File: src/hfs_defs.svh
// Hotswap fault sequencer constants: timing, limit codes, counter width.
// Assumes a single 250 MHz clock; included by the package and all modules but hfs_sync and hfs_timer.
//
// Contract
// - Internal supply invalid holds everything reset, off; the code keeps the thermal latch through it.
// - Gate voltage before init forces fast clamp.
// - Undervoltage anywhere turns off, resets sequencing.
// - Undervoltage recovery restarts from first stage.
// - Power-on-reset delay 4.5ms before enabling.
// - Undervoltage during delay restarts delay from zero.
// - Full delay first, then 230mA source.
// - Inrush limit 230mA until load exceeds 1V.
// - Inrush breaker trips unless load 3/4 in 40ms.
// - Drain not below quarter in 75ms: short, retry 9s.
// - Drain within 1V of supply: pulsed limit; the code pulses only in the inrush and overcurrent stages.
// - Pulsed short limit holds about 230mA.
// - Inrush done: gate fully on, power good low.
// - Current above 2A reverts to 1.2A source.
// - Overcurrent 75ms timer, then off, 9s retry.
// - Overcurrent cleared early resets its timer.
// - Breaker limits within 10us, settles 100us.
// - Auto-retry repeats forever unless thermally held.
// - Overtemperature shuts down; restart after cool below 100C.
`ifndef HFS_DEFS_SVH
`define HFS_DEFS_SVH

`define HFS_CLK_MHZ 32'hFA
`define HFS_POR_US 4500
`define HFS_INRUSH_US 40000
`define HFS_SC_US 75000
`define HFS_OC_US 75000
`define HFS_RETRY_US 9000000
`define HFS_REACT_NS 10000
`define HFS_SETTLE_NS 100000
`define HFS_PWM_PERIOD_NS 10000
`define HFS_PWM_ON_NS 2000
`define HFS_US_CYCLES(us) ((us) * `HFS_CLK_MHZ)
`define HFS_NS_CYCLES(ns) (((ns) * `HFS_CLK_MHZ) / 1000)
`define HFS_CNT_W 32

// Limit codes on the servo port
`define HFS_LIM_OFF 3'h0
`define HFS_LIM_LOW 3'h1
`define HFS_LIM_HIGH 3'h2
`define HFS_LIM_PWM 3'h3
`define HFS_LIM_FULL 3'h4

`endif

File: src/hfs_pkg.sv
// Hotswap fault sequencer types.
// Assumes hfs_defs.svh is on the include path.
`include "hfs_defs.svh"
package hfs_pkg;
   typedef enum logic [2:0] {
      HFS_ST_LOCKOUT,
      HFS_ST_POR,
      HFS_ST_INRUSH,
      HFS_ST_ON,
      HFS_ST_OVERCUR,
      HFS_ST_RETRY
   } hfs_state_t;
   typedef logic [`HFS_CNT_W-1:0] hfs_cnt_t;
endpackage

File: src/hfs_sync.sv
// Two-flop synchroniser for asynchronous comparator inputs.
// Assumes clk is the block clock and rst clears to inactive.
`timescale 1ns/100ps
module hfs_sync
(
   input wire logic clk,
   input wire logic rst,
   input wire logic d,
   output logic q
);
   logic meta_r;

   always_ff @(posedge clk or posedge rst)
   begin
      if (rst)
      begin
         meta_r <= 1'b0;
         q <= 1'b0;
      end
      else
      begin
         meta_r <= d;
         q <= meta_r;
      end
   end
endmodule

File: src/hfs_timer.sv
// Up-counter with clear, run and a terminal compare.
// Assumes run and clr come from logic on the same clock.
`timescale 1ns/100ps
module hfs_timer
(
   input wire logic clk,
   input wire logic rst,
   input wire logic clr,
   input wire logic run,
   input hfs_pkg::hfs_cnt_t limit,
   output logic done
);
   hfs_pkg::hfs_cnt_t cnt_r;

   always_ff @(posedge clk or posedge rst)
   begin
      if (rst)
         cnt_r <= '0;
      else if (clr)
         cnt_r <= '0;
      else if (run && !done)
         cnt_r <= cnt_r + 1'b1;
   end

   assign done = (cnt_r >= limit);
endmodule

File: src/hotswap_fault_sequencer.sv
// Digital sequencer of an inrush limiter and circuit breaker.
// Assumes analog comparators arrive asynchronously; the servo reads limit_sel.
`timescale 1ns/100ps
`include "hfs_defs.svh"
module hotswap_fault_sequencer
#(
   parameter hfs_pkg::hfs_cnt_t POR_CYCLES = `HFS_US_CYCLES(`HFS_POR_US),
   parameter hfs_pkg::hfs_cnt_t INRUSH_CYCLES = `HFS_US_CYCLES(`HFS_INRUSH_US),
   parameter hfs_pkg::hfs_cnt_t SC_CYCLES = `HFS_US_CYCLES(`HFS_SC_US),
   parameter hfs_pkg::hfs_cnt_t OC_CYCLES = `HFS_US_CYCLES(`HFS_OC_US),
   parameter hfs_pkg::hfs_cnt_t RETRY_CYCLES = `HFS_US_CYCLES(`HFS_RETRY_US)
)
(
   input wire logic clk,
   input wire logic rst,
   input wire logic supply_valid,
   input wire logic gate_sense,
   input wire logic undervoltage_lockout,
   input wire logic load_above_1v,
   input wire logic load_above_3q,
   input wire logic vds_below_quarter,
   input wire logic drain_near_supply,
   input wire logic current_above_2a,
   input wire logic temp_hot,
   input wire logic temp_cool,
   output logic gate_enable,
   output logic gate_clamp,
   output logic [2:0] limit_sel,
   output logic power_good_n_o,
   output logic power_good_n_oe,
   output logic fault_short,
   output logic fault_overcurrent,
   output logic thermal_hold
);
   // Servo reaction, settle and pulsed-limit timings, in cycles
   localparam hfs_pkg::hfs_cnt_t REACT_CYCLES = `HFS_NS_CYCLES(`HFS_REACT_NS);
   localparam hfs_pkg::hfs_cnt_t SETTLE_CYCLES = `HFS_NS_CYCLES(`HFS_SETTLE_NS);
   localparam hfs_pkg::hfs_cnt_t PWM_PERIOD = `HFS_NS_CYCLES(`HFS_PWM_PERIOD_NS);
   localparam hfs_pkg::hfs_cnt_t PWM_ON = `HFS_NS_CYCLES(`HFS_PWM_ON_NS);

   hfs_pkg::hfs_state_t state_r;
   hfs_pkg::hfs_state_t state_nxt;
   logic sup_ok;
   logic gate_s;
   logic uv_s;
   logic l1v_s;
   logic l3q_s;
   logic vdsq_s;
   logic near_s;
   logic oc_s;
   logic hot_s;
   logic cool_s;
   logic init_r;
   logic thermal_r;
   logic short_r;
   logic ocflag_r;
   logic pwm_mode_r;
   logic settling_r;
   logic [`HFS_CNT_W-1:0] pwm_cnt_r;
   logic [`HFS_CNT_W-1:0] settle_cnt_r;
   logic por_done;
   logic inr_done;
   logic sc_done;
   logic oc_done;
   logic rt_done;
   logic seq_reset;
   logic hold_off;
   logic por_clr;
   logic inr_clr;
   logic sc_clr;
   logic oc_clr;
   logic rt_clr;

   // Internal supply gate: everything below except the thermal latch restarts when it drops
   hfs_sync u_sync_sup
   (
      .clk(clk),
      .rst(rst),
      .d(supply_valid),
      .q(sup_ok)
   );
   hfs_sync u_sync_gate (.clk(clk), .rst(rst), .d(gate_sense), .q(gate_s));
   hfs_sync u_sync_uv (.clk(clk), .rst(rst), .d(undervoltage_lockout), .q(uv_s));
   hfs_sync u_sync_l1v (.clk(clk), .rst(rst), .d(load_above_1v), .q(l1v_s));
   hfs_sync u_sync_l3q (.clk(clk), .rst(rst), .d(load_above_3q), .q(l3q_s));
   hfs_sync u_sync_vds (.clk(clk), .rst(rst), .d(vds_below_quarter), .q(vdsq_s));
   hfs_sync u_sync_near (.clk(clk), .rst(rst), .d(drain_near_supply), .q(near_s));
   hfs_sync u_sync_oc (.clk(clk), .rst(rst), .d(current_above_2a), .q(oc_s));
   hfs_sync u_sync_hot (.clk(clk), .rst(rst), .d(temp_hot), .q(hot_s));
   hfs_sync u_sync_cool (.clk(clk), .rst(rst), .d(temp_cool), .q(cool_s));

   // Undervoltage or a lost internal supply clears all sequencing
   assign seq_reset = !sup_ok || uv_s;

   // Gate voltage before initialisation keeps the servo off
   assign hold_off = seq_reset || (gate_s && !init_r);

   function automatic logic in_state(input hfs_pkg::hfs_state_t s,
                                     input hfs_pkg::hfs_state_t want);
      in_state = (s == want);
   endfunction

   // Initialisation completes one cycle after the supply is seen valid
   always_ff @(posedge clk or posedge rst)
   begin
      if (rst)
         init_r <= 1'b0;
      else
         init_r <= sup_ok;
   end

   // Thermal latch with hysteresis: set wins over release
   always_ff @(posedge clk or posedge rst)
   begin
      if (rst)
         thermal_r <= 1'b0;
      else if (hot_s)
         thermal_r <= 1'b1;
      else if (cool_s)
         thermal_r <= 1'b0;
   end

   // Each timer restarts whenever its stage is left or the sequence resets
   assign por_clr = seq_reset || !in_state(state_r, hfs_pkg::HFS_ST_POR);
   assign inr_clr = seq_reset || !in_state(state_r, hfs_pkg::HFS_ST_INRUSH);
   assign sc_clr = seq_reset || !in_state(state_r, hfs_pkg::HFS_ST_INRUSH);
   assign oc_clr = seq_reset || !in_state(state_r, hfs_pkg::HFS_ST_OVERCUR) || !oc_s;
   assign rt_clr = seq_reset || !in_state(state_r, hfs_pkg::HFS_ST_RETRY);

   hfs_timer u_por
   (
      .clk(clk),
      .rst(rst),
      .clr(por_clr),
      .run(1'b1),
      .limit(POR_CYCLES),
      .done(por_done)
   );

   hfs_timer u_inr
   (
      .clk(clk),
      .rst(rst),
      .clr(inr_clr),
      .run(1'b1),
      .limit(INRUSH_CYCLES),
      .done(inr_done)
   );

   hfs_timer u_sc
   (
      .clk(clk),
      .rst(rst),
      .clr(sc_clr),
      .run(1'b1),
      .limit(SC_CYCLES),
      .done(sc_done)
   );

   hfs_timer u_oc
   (
      .clk(clk),
      .rst(rst),
      .clr(oc_clr),
      .run(1'b1),
      .limit(OC_CYCLES),
      .done(oc_done)
   );

   hfs_timer u_rt
   (
      .clk(clk),
      .rst(rst),
      .clr(rt_clr),
      .run(1'b1),
      .limit(RETRY_CYCLES),
      .done(rt_done)
   );

   // Stage sequencing; a thermal hold overrides every stage
   always_comb
   begin
      state_nxt = state_r;
      unique case (state_r)
         hfs_pkg::HFS_ST_LOCKOUT:
         begin
            if (init_r && !thermal_r)
               state_nxt = hfs_pkg::HFS_ST_POR;
         end
         hfs_pkg::HFS_ST_POR:
         begin
            if (por_done)
               state_nxt = hfs_pkg::HFS_ST_INRUSH;
         end
         hfs_pkg::HFS_ST_INRUSH:
         begin
            if (sc_done && !vdsq_s)
               state_nxt = hfs_pkg::HFS_ST_RETRY;
            else if (inr_done && !l3q_s)
               state_nxt = hfs_pkg::HFS_ST_RETRY;
            else if (l3q_s && vdsq_s)
               state_nxt = hfs_pkg::HFS_ST_ON;
         end
         hfs_pkg::HFS_ST_ON:
         begin
            if (oc_s)
               state_nxt = hfs_pkg::HFS_ST_OVERCUR;
         end
         hfs_pkg::HFS_ST_OVERCUR:
         begin
            if (oc_done)
               state_nxt = hfs_pkg::HFS_ST_RETRY;
            else if (!oc_s && !settling_r)
               state_nxt = hfs_pkg::HFS_ST_ON;
         end
         hfs_pkg::HFS_ST_RETRY:
         begin
            if (rt_done && !thermal_r)
               state_nxt = hfs_pkg::HFS_ST_LOCKOUT;
         end
      endcase
      if (thermal_r)
         state_nxt = hfs_pkg::HFS_ST_LOCKOUT;
   end

   // Undervoltage pulls the stage back to lockout from anywhere
   always_ff @(posedge clk or posedge rst)
   begin
      if (rst)
         state_r <= hfs_pkg::HFS_ST_LOCKOUT;
      else if (seq_reset)
         state_r <= hfs_pkg::HFS_ST_LOCKOUT;
      else
         state_r <= state_nxt;
   end

   // Fault flags stand until the next start-up attempt
   always_ff @(posedge clk or posedge rst)
   begin
      if (rst)
      begin
         short_r <= 1'b0;
         ocflag_r <= 1'b0;
      end
      else if (seq_reset)
      begin
         short_r <= 1'b0;
         ocflag_r <= 1'b0;
      end
      else if (in_state(state_r, hfs_pkg::HFS_ST_INRUSH)
               && in_state(state_nxt, hfs_pkg::HFS_ST_RETRY))
         short_r <= 1'b1;
      else if (in_state(state_r, hfs_pkg::HFS_ST_OVERCUR)
               && in_state(state_nxt, hfs_pkg::HFS_ST_RETRY))
         ocflag_r <= 1'b1;
      else if (in_state(state_r, hfs_pkg::HFS_ST_POR))
      begin
         short_r <= 1'b0;
         ocflag_r <= 1'b0;
      end
   end

   // Pulsed limit engages while the drain stays near supply in the inrush or overcurrent stage
   always_ff @(posedge clk or posedge rst)
   begin
      if (rst)
         pwm_mode_r <= 1'b0;
      else
         pwm_mode_r <= near_s && (in_state(state_r, hfs_pkg::HFS_ST_INRUSH)
                       || in_state(state_r, hfs_pkg::HFS_ST_OVERCUR));
   end

   // Phase counter of the pulsed limit, idle at zero outside it
   always_ff @(posedge clk or posedge rst)
   begin
      if (rst)
         pwm_cnt_r <= '0;
      else if (!pwm_mode_r || pwm_cnt_r >= PWM_PERIOD - 1'b1)
         pwm_cnt_r <= '0;
      else
         pwm_cnt_r <= pwm_cnt_r + 1'b1;
   end

   // Settle window after a breaker trip keeps the limit from chattering
   always_ff @(posedge clk or posedge rst)
   begin
      if (rst)
      begin
         settle_cnt_r <= '0;
         settling_r <= 1'b0;
      end
      else if (!in_state(state_r, hfs_pkg::HFS_ST_OVERCUR))
      begin
         settle_cnt_r <= '0;
         settling_r <= 1'b1;
      end
      else if (settle_cnt_r < SETTLE_CYCLES)
      begin
         settle_cnt_r <= settle_cnt_r + 1'b1;
         settling_r <= 1'b1;
      end
      else
         settling_r <= 1'b0;
   end

   // Servo limit select; breaker reacts well inside the 10us budget
   always_ff @(posedge clk or posedge rst)
   begin
      if (rst)
         limit_sel <= `HFS_LIM_OFF;
      else if (hold_off)
         limit_sel <= `HFS_LIM_OFF;
      else if (pwm_mode_r)
         limit_sel <= (pwm_cnt_r < PWM_ON) ? `HFS_LIM_PWM : `HFS_LIM_OFF;
      else
         unique case (state_nxt)
            hfs_pkg::HFS_ST_INRUSH:
               limit_sel <= l1v_s ? `HFS_LIM_HIGH : `HFS_LIM_LOW;
            hfs_pkg::HFS_ST_ON:
               limit_sel <= `HFS_LIM_FULL;
            hfs_pkg::HFS_ST_OVERCUR:
               limit_sel <= `HFS_LIM_HIGH;
            default:
               limit_sel <= `HFS_LIM_OFF;
         endcase
   end

   // Clamp stands from reset until the sequencer is initialised
   always_ff @(posedge clk or posedge rst)
   begin
      if (rst)
         gate_clamp <= 1'b1;
      else
         gate_clamp <= !init_r || seq_reset;
   end

   // Flag pulls low only in the full-on stage, otherwise left open
   always_ff @(posedge clk or posedge rst)
   begin
      if (rst)
         power_good_n_oe <= 1'b0;
      else
         power_good_n_oe <= !seq_reset && in_state(state_nxt, hfs_pkg::HFS_ST_ON);
   end

   assign power_good_n_o = 1'b0;
   assign gate_enable = (limit_sel != `HFS_LIM_OFF);
   assign fault_short = short_r;
   assign fault_overcurrent = ocflag_r;
   assign thermal_hold = thermal_r;
endmodule

File: config.mk
export PLATFORM = sky130hd
export DESIGN_NAME = hotswap_fault_sequencer
export DESIGN_NICKNAME = d
export VERILOG_FILES = /design/src/hfs_pkg.sv /design/src/hfs_sync.sv /design/src/hfs_timer.sv /design/src/hotswap_fault_sequencer.sv
export VERILOG_INCLUDE_DIRS = /design/src
export SDC_FILE = /design/constraint.sdc
export NUM_CORES = 1
export LEC_CHECK = 0
export BUFFER_PORTS_ARGS = -buffer_cell sky130_fd_sc_hd__buf_2
export CORE_MARGIN = 5
export CORE_UTILIZATION = 44
export CTS_CLUSTER_DIAMETER = 50
export CTS_CLUSTER_SIZE = 30
export DETAILED_ROUTE_END_ITERATION = 7
export PLACE_DENSITY_LB_ADDON = 0.25
export RECOVER_POWER = 100
export SETUP_SLACK_MARGIN = 0.1
export SYNTH_ARGS = -nofsm -noshare
export SYNTH_HDL_FRONTEND = slang
export SYNTH_SLANG_ARGS = --single-unit
export TNS_END_PERCENT = 1
File: constraint.sdc
create_clock -name clk -period 25.9 [get_ports clk]
set_clock_uncertainty 0.2 [all_clocks]
set_input_delay 5.18 -clock clk [delete_from_list [all_inputs] [get_ports clk]]
set_output_delay 5.18 -clock clk [all_outputs]
set_load 0.02 [all_outputs]
==> results of run 1 <==
## placed cells by master, fill, tap and decap left out, types with 5 or more instances in the layout
cell / count
nor4_1: 27
inv_1: 31
a211oi_1: 5
ha_1: 12
nor2_1: 186
buf_2: 10
dfrtp_1: 257
o211ai_1: 5
xor2_1: 69
conb_1: 21
nor3_1: 30
a21oi_1: 32
o21a_1: 7
or3_1: 21
inv_8: 5
and3_1: 44
o21ai_0: 29
nand3_1: 61
nand2_1: 62
clkbuf_1: 13
and4_1: 5
a31oi_1: 5
nand2b_1: 6
clkbuf_16: 26
xnor2_1: 53
nor2b_1: 5
nand4_1: 24
and2_0: 27
clkinv_8: 6
and2_1: 6
## cells by family after synthesis
kind of cell             count (synthesis)  share of synthesized area
AND/OR/NAND/NOR                        526                     0.2344
flip-flops                             258                     0.5657
XOR/XNOR                               122                    0.09361
AO/OA/AOI/OAI                          112                    0.06873
buffers and inverters                   66                    0.02236
adder cells (fa/ha/maj)                 12                    0.01315
multiplexers                             2                   0.001754
other                                    1                  0.0003285
## metrics by stage
step / instances / util / setup slack [ns] / total power [mW] / hold slack (ns)
3_3_place_gp: 1445 / 0.4615 / 18.73 / 0.4291 / 0.1343
3_5_place_dp: 1445 / 0.4615 / 18.74 / 0.4292 / 0.1371
2_1_floorplan: 1119 / - / 13.42 / 0.4243 / 0.1312
6_report: 1492 / 0.4956 / 14.45 / 0.8299 / 0.1532
5_1_grt: 1492 / 0.4956 / 12.74 / 0.8619 / 0.1653
4_1_cts: 1492 / 0.4989 / 19.06 / 0.8435 / 0.1558
## critical path, cell delays in order
cell        delay, ns
clkbuf_1         0.08
clkinvlp_2       2.51
clkbuf_1         3.03
## power groups by stage
| stage | Combinational, mW | Clock, mW | Sequential (mW) |
|---|---|---|---|
| floorplan | 0.00888 | 0 | 0.415 |
| global placement | 0.0133 | 0 | 0.416 |
| detailed placement | 0.0134 | 0 | 0.416 |
| CTS | 0.0134 | 0.422 | 0.408 |
| global route | 0.0147 | 0.439 | 0.408 |
| finish | 0.0121 | 0.410 | 0.408 |
## path summary, 6_finish.rpt
kind                                     from              to
setup / recovery                          rst  u_oc.cnt_r[18]
hold / removal             u_sync_gate.meta_r   u_sync_gate.q
setup reg to reg                u_oc.cnt_r[6]    limit_sel[1]
hold reg to reg            u_sync_gate.meta_r   u_sync_gate.q
max in group clk                 limit_sel[1]     gate_enable
min in group asynchronous                 rst  u_sc.cnt_r[12]
## routing by layer
metal | track usage | vias up | wire length (µm)
met5 | 0 | - | 0
met2 | 0.2315 | 74 | 9296
met3 | 0.02033 | 31 | 621
met4 | 0.03238 | 0 | 350
met1 | 0.2104 | 3688 | 10220
li1 | - | 3810 | -
## area by class of cell
| type | count | area, µm² |
|---|---|---|
| inverter | 32 | 121.4 |
| timing repair buffer | 25 | 113.9 |
| clock buffer | 26 | 650.6 |
| tap | 335 | 419.2 |
| multi-input combinational | 795 | 4728 |
| sequential | 258 | 6457 |
| fill | 2396 | 13030 |
| clock inverter | 21 | 315.3 |
## state kept, by name, summed over array words and instances (netlist names), 3 cells and up
name / flops
u_inr.cnt_r: 32
settle_cnt_r: 32
u_por.cnt_r: 32
limit_sel: 3
u_sc.cnt_r: 32
u_oc.cnt_r: 32
state_r: 3
pwm_cnt_r: 32
u_rt.cnt_r: 32
==> reports/summary.txt, run 1 <==
Final setup TNS -> 0 ns
Synth Instances -> 1,099
MaxCap Viol Count -> 4
Core area -> 25,840 µm²
Post-CTS Hold Buffers -> 0
Final Hold Viols -> 0
Cell variety after synth -> 66
Most frequent cells after synthesis -> dfrtp_1, nor2_1, xor2_1, nand2_1, nand3_1
Final ANT Viol Nets -> 0
RSZ-0062 raised after global routing -> no
Vias per inst -> 5.096
H-tree depth -> 1
Critical path class -> primary input to asynchronous set/reset pin
Number of placement rows -> 59
Worst Path Required -> 25.39 ns
Die Y -> 171.1 µm
Vias in the first global route -> 7,461
Worst Path Max Fanout -> 103
Avg WL per Cell -> 13.73 µm
R2R setup slack -> 22.29 ns
Synth warn -> 0
Max IR drop VDD -> 0.06500 mV
FMAX -> 87.33 MHz
Chip Width -> 171.1 µm
Number of diodes -> 0
CP endpoint kind -> asynchronous set/reset pin
TritonRoute pass-1 iters -> 5
FF+latch count, synth -> 258
Synth Flop Type -> dfrtp_1
Number of setup buffers added after CTS -> 0
Min-Delay Path Depth -> 0
Syn_area_per_cell -> 10.39 µm²
Post-cts resize count -> 0
HP Class -> flop to flop
CTS tree -> yes
IO Count -> 22
Largest net degree at the start of global routing -> 104
Endpoints failing setup -> 0
Net Sw Frac -> 0.2502
Max_slew headroom -> -2.047
Async S/R FF share, synth -> 1.000
Die footprint -> 29,260 µm²
Sequential-to-total area share from yosys stat -> 0.5657
Post-Route WL -> 20.49 mm
Arrival time worst endpoint -> 10.94 ns
Power share of the clock group -> 0.494
Synth top area cells -> dfrtp_1, nor2_1, xor2_1, xnor2_1, nand3_1
Placed cell areas -> 11,920 µm²
Clk buf depth -> 3
Fin nets -> 1,162
CTS clock-pin slew for the worst setup and hold paths -> 0.08 ns
GRT Total Usage -> 0.1443
GP Congestion -> 0.7750
Root Buffer -> clkbuf_16
Pwr/cell area -> 64.80 nW/µm²
Post-synth EDFFs -> 0
Skew-Pair Late Insertion Delay -> 0.55 ns
Worst r2r path cells -> 8
Power Internal -> 0.6222 mW
Synth area leader -> dfrtp_1
Gate power share -> 0.015
CTS sink cnt -> 258
Static Leak -> 5.327 nW
Mapped Area -> 11,410 µm²
Startpoint types -> primary input
Seq pwr share -> 0.492
Fin area -> 12,810 µm²
Pins Over Slew Limit -> 313
Outcome -> finished, violations left
Least-Margin Pin Slew -> 4.546 ns
Num CTS Buffers -> 26
Sw power -> 0.2076 mW
Global-route wire length before repair -> 35.97 mm
Dpl hpwl -> 13.26 mm
DRC Markers -> 0
DRT iter0 DRCs -> 418
Gr ovfl total -> 0
Failing checks -> capacitance limit, slew limit
Port Buf Inserts -> 20
Initial antenna violation count -> 0
Starting Density -> 0.4418
Period utilisation layout -> 0.4421
Vias -> 7,603
Fin crit period -> 11.45 ns
Layout cells sized above 1 -> 0.06742
Count leader, synth -> dfrtp_1
Share of the synthesized area in the top cell type -> 0.5634
Area Overhead vs Synth -> 12.19%
(Power assumes the default switching activity.)
==> run 2: changes to the inputs <==
clock period = 9.5 ns   (was 25.9 ns; I/O delays follow)
==> reports/summary.txt, run 2 (synthesis gave the netlist of run 1 again) <==
Max_slew headroom -> -1.103 (+0.9439)
H-tree depth -> 1 (unchanged)
FMAX -> 187.6 MHz
Register area -> 6457 µm² (unchanged)
Port Buf Inserts -> 20 (unchanged)
Die Y -> 171.1 µm (unchanged)
Worst Path Max Fanout -> 130 (+26%)
GRT Total Usage -> 0.1456 (+0.001371)
Arrival time worst endpoint -> 5.08 ns (-5.86 ns)
Static Leak -> 5.379 nW (+0.99%)
Gr ovfl total -> 0 (unchanged)
Filler cells -> 2,386 (-0.42%)
Final ANT Viol Nets -> 0 (unchanged)
TritonRoute pass-1 iters -> 4 (-1)
CTS sink cnt -> 258 (unchanged)
Vias per inst -> 5.119 (+0.45%)
Pwr/cell area -> 180.2 nW/µm² (+180%)
Skew-Pair Late Insertion Delay -> 0.55 ns (about the same)
Endpoints failing setup -> 0 (unchanged)
Core area -> 25,840 µm² (unchanged)
Setup WS post-layout -> 4.170 ns (-10.28 ns)
DP Worst Slack -> 5.938 ns (-12.80 ns)
Commonest non-fill, non-tap cell in the layout -> dfrtp_1
Critical-path cell list -> clkbuf_1, inv_8, clkbuf_2
Area Overhead vs Synth -> 12.89%
Fin area -> 12,890 µm² (+0.63%)
DRC Markers -> 0 (unchanged)
Outcome -> finished, violations left
Overall power -> 2.322 mW (+180%)
Vias in the first global route -> 7,679 (+2.9%)
Num CTS Buffers -> 29 (+12%)
Fin nets -> 1,164 (+0.17%)
Max IR drop VDD -> 0.1866 mV (+190%)
Number of setup buffers added after CTS -> 0 (unchanged)
CP endpoint kind -> asynchronous set/reset pin
IO Count -> 22 (unchanged)
Starting Density -> 0.4418 (unchanged)
Largest net degree at the start of global routing -> 131 (+26%)
HP Class -> flop to flop
Avg WL per Cell -> 13.53 µm (-1.5%)
Root Buffer -> clkbuf_16
CTS clock-pin slew for the worst setup and hold paths -> 0.06 ns (-0.02 ns)
Final setup TNS -> 0 ns (unchanged)
Inst Count DP -> 1,444 (-0.069%)
RSZ-0062 raised after global routing -> no
Least-Margin Pin Slew -> 3.155 ns (-1.391 ns)
Number of placement rows -> 59 (unchanged)
Most frequent cells in the layout -> dfrtp_1, nor2_1, xor2_1, nand2_1, nand3_1
Global-route wire length before repair -> 36.51 mm (+1.5%)
Initial antenna violation count -> 0 (unchanged)
Post-cts resize count -> 0 (unchanged)
Final Util -> 0.4987 (+0.003099)
Placed cell areas -> 11,930 µm² (about the same)
MaxCap Viol Count -> 2 (-2)
Layout cells sized above 1 -> 0.07395 (+0.006531)
Post-Route WL -> 20.27 mm (-1.1%)
Post-CTS Hold Buffers -> 0 (unchanged)
Chip Width -> 171.1 µm (unchanged)
GP Congestion -> 0.7836 (+1.1%)
Die footprint -> 29,260 µm² (unchanged)
Critical path class -> primary input to asynchronous set/reset pin
Worst Path Required -> 9.25 ns (-16.14 ns)
Startpoint types -> primary input
Fin crit period -> 5.330 ns
Slowest cell on crit path -> clkbuf_2
Fin cells -> 1,498 (+0.40%)
Clk buf depth -> 3 (unchanged)
Dpl hpwl -> 13.04 mm (-1.7%)
Failing checks -> capacitance limit, slew limit
Number of diodes -> 0 (unchanged)
Vias -> 7,668 (+0.85%)
CTS tree -> yes
Area of the multi-input gates -> 4731 µm² (about the same)
Pins Over Slew Limit -> 181 (-42%)
DRT iter0 DRCs -> 458 (+9.6%)
Period utilisation layout -> 0.5610
Final Hold Viols -> 0 (unchanged)
Worst path max stage delay -> 2.34 ns (-0.69 ns)
WHS -> 0.1509 ns (-0.002325 ns)
## run 2: cell count changes in the layout (fill, tap and decap cells not counted), sizes merged
cell and delta:
bufinv +2, clkbuf +4, clkinv +4, clkinvlp -1, inv -3
## run 2: area by class of cell
type	instances	area share
well taps	335	0.03253
inverters	32	0.009904
flip-flops and latches	258	0.5011
clock inverters	23	0.02301
multi-input cells	795	0.3671
repair buffers	24	0.008642
clock buffers	31	0.05768
## run 2: metal layers
layer,vias up,track usage,part of all wire
li1,3820,-,-
met5,-,0,0
met1,3720,0.2070,0.49
met4,0,0.03445,0.016
met3,25,0.02380,0.035
met2,103,0.2363,0.46
## run 2: final timing paths
path	start	to	slack, ns	cells after the start
worst min-delay path	u_sync_cool.meta_r	u_sync_cool.q	0.15	0
max in group clk	limit_sel[1]	gate_enable	5.93	2
worst max-delay path	rst	u_rt.cnt_r[31]	4.17	3
min in group asynchronous	rst	u_sc.cnt_r[10]	1.30	2
worst min register to register	u_sync_cool.meta_r	u_sync_cool.q	0.15	0
worst max register to register	u_oc.cnt_r[6]	limit_sel[1]	6.12	8
## run 2: worst max-delay path: cells and delay by family
kind                   cells  cell delay (ns)
buffers and inverters      3             3.01
## run 2: report_power, final
part | switching (mW) | internal, mW
registers | 0.00472 | 1.11
clock network | 0.498 | 0.678
logic | 0.0282 | 0.00456
total | 0.531 | 1.79
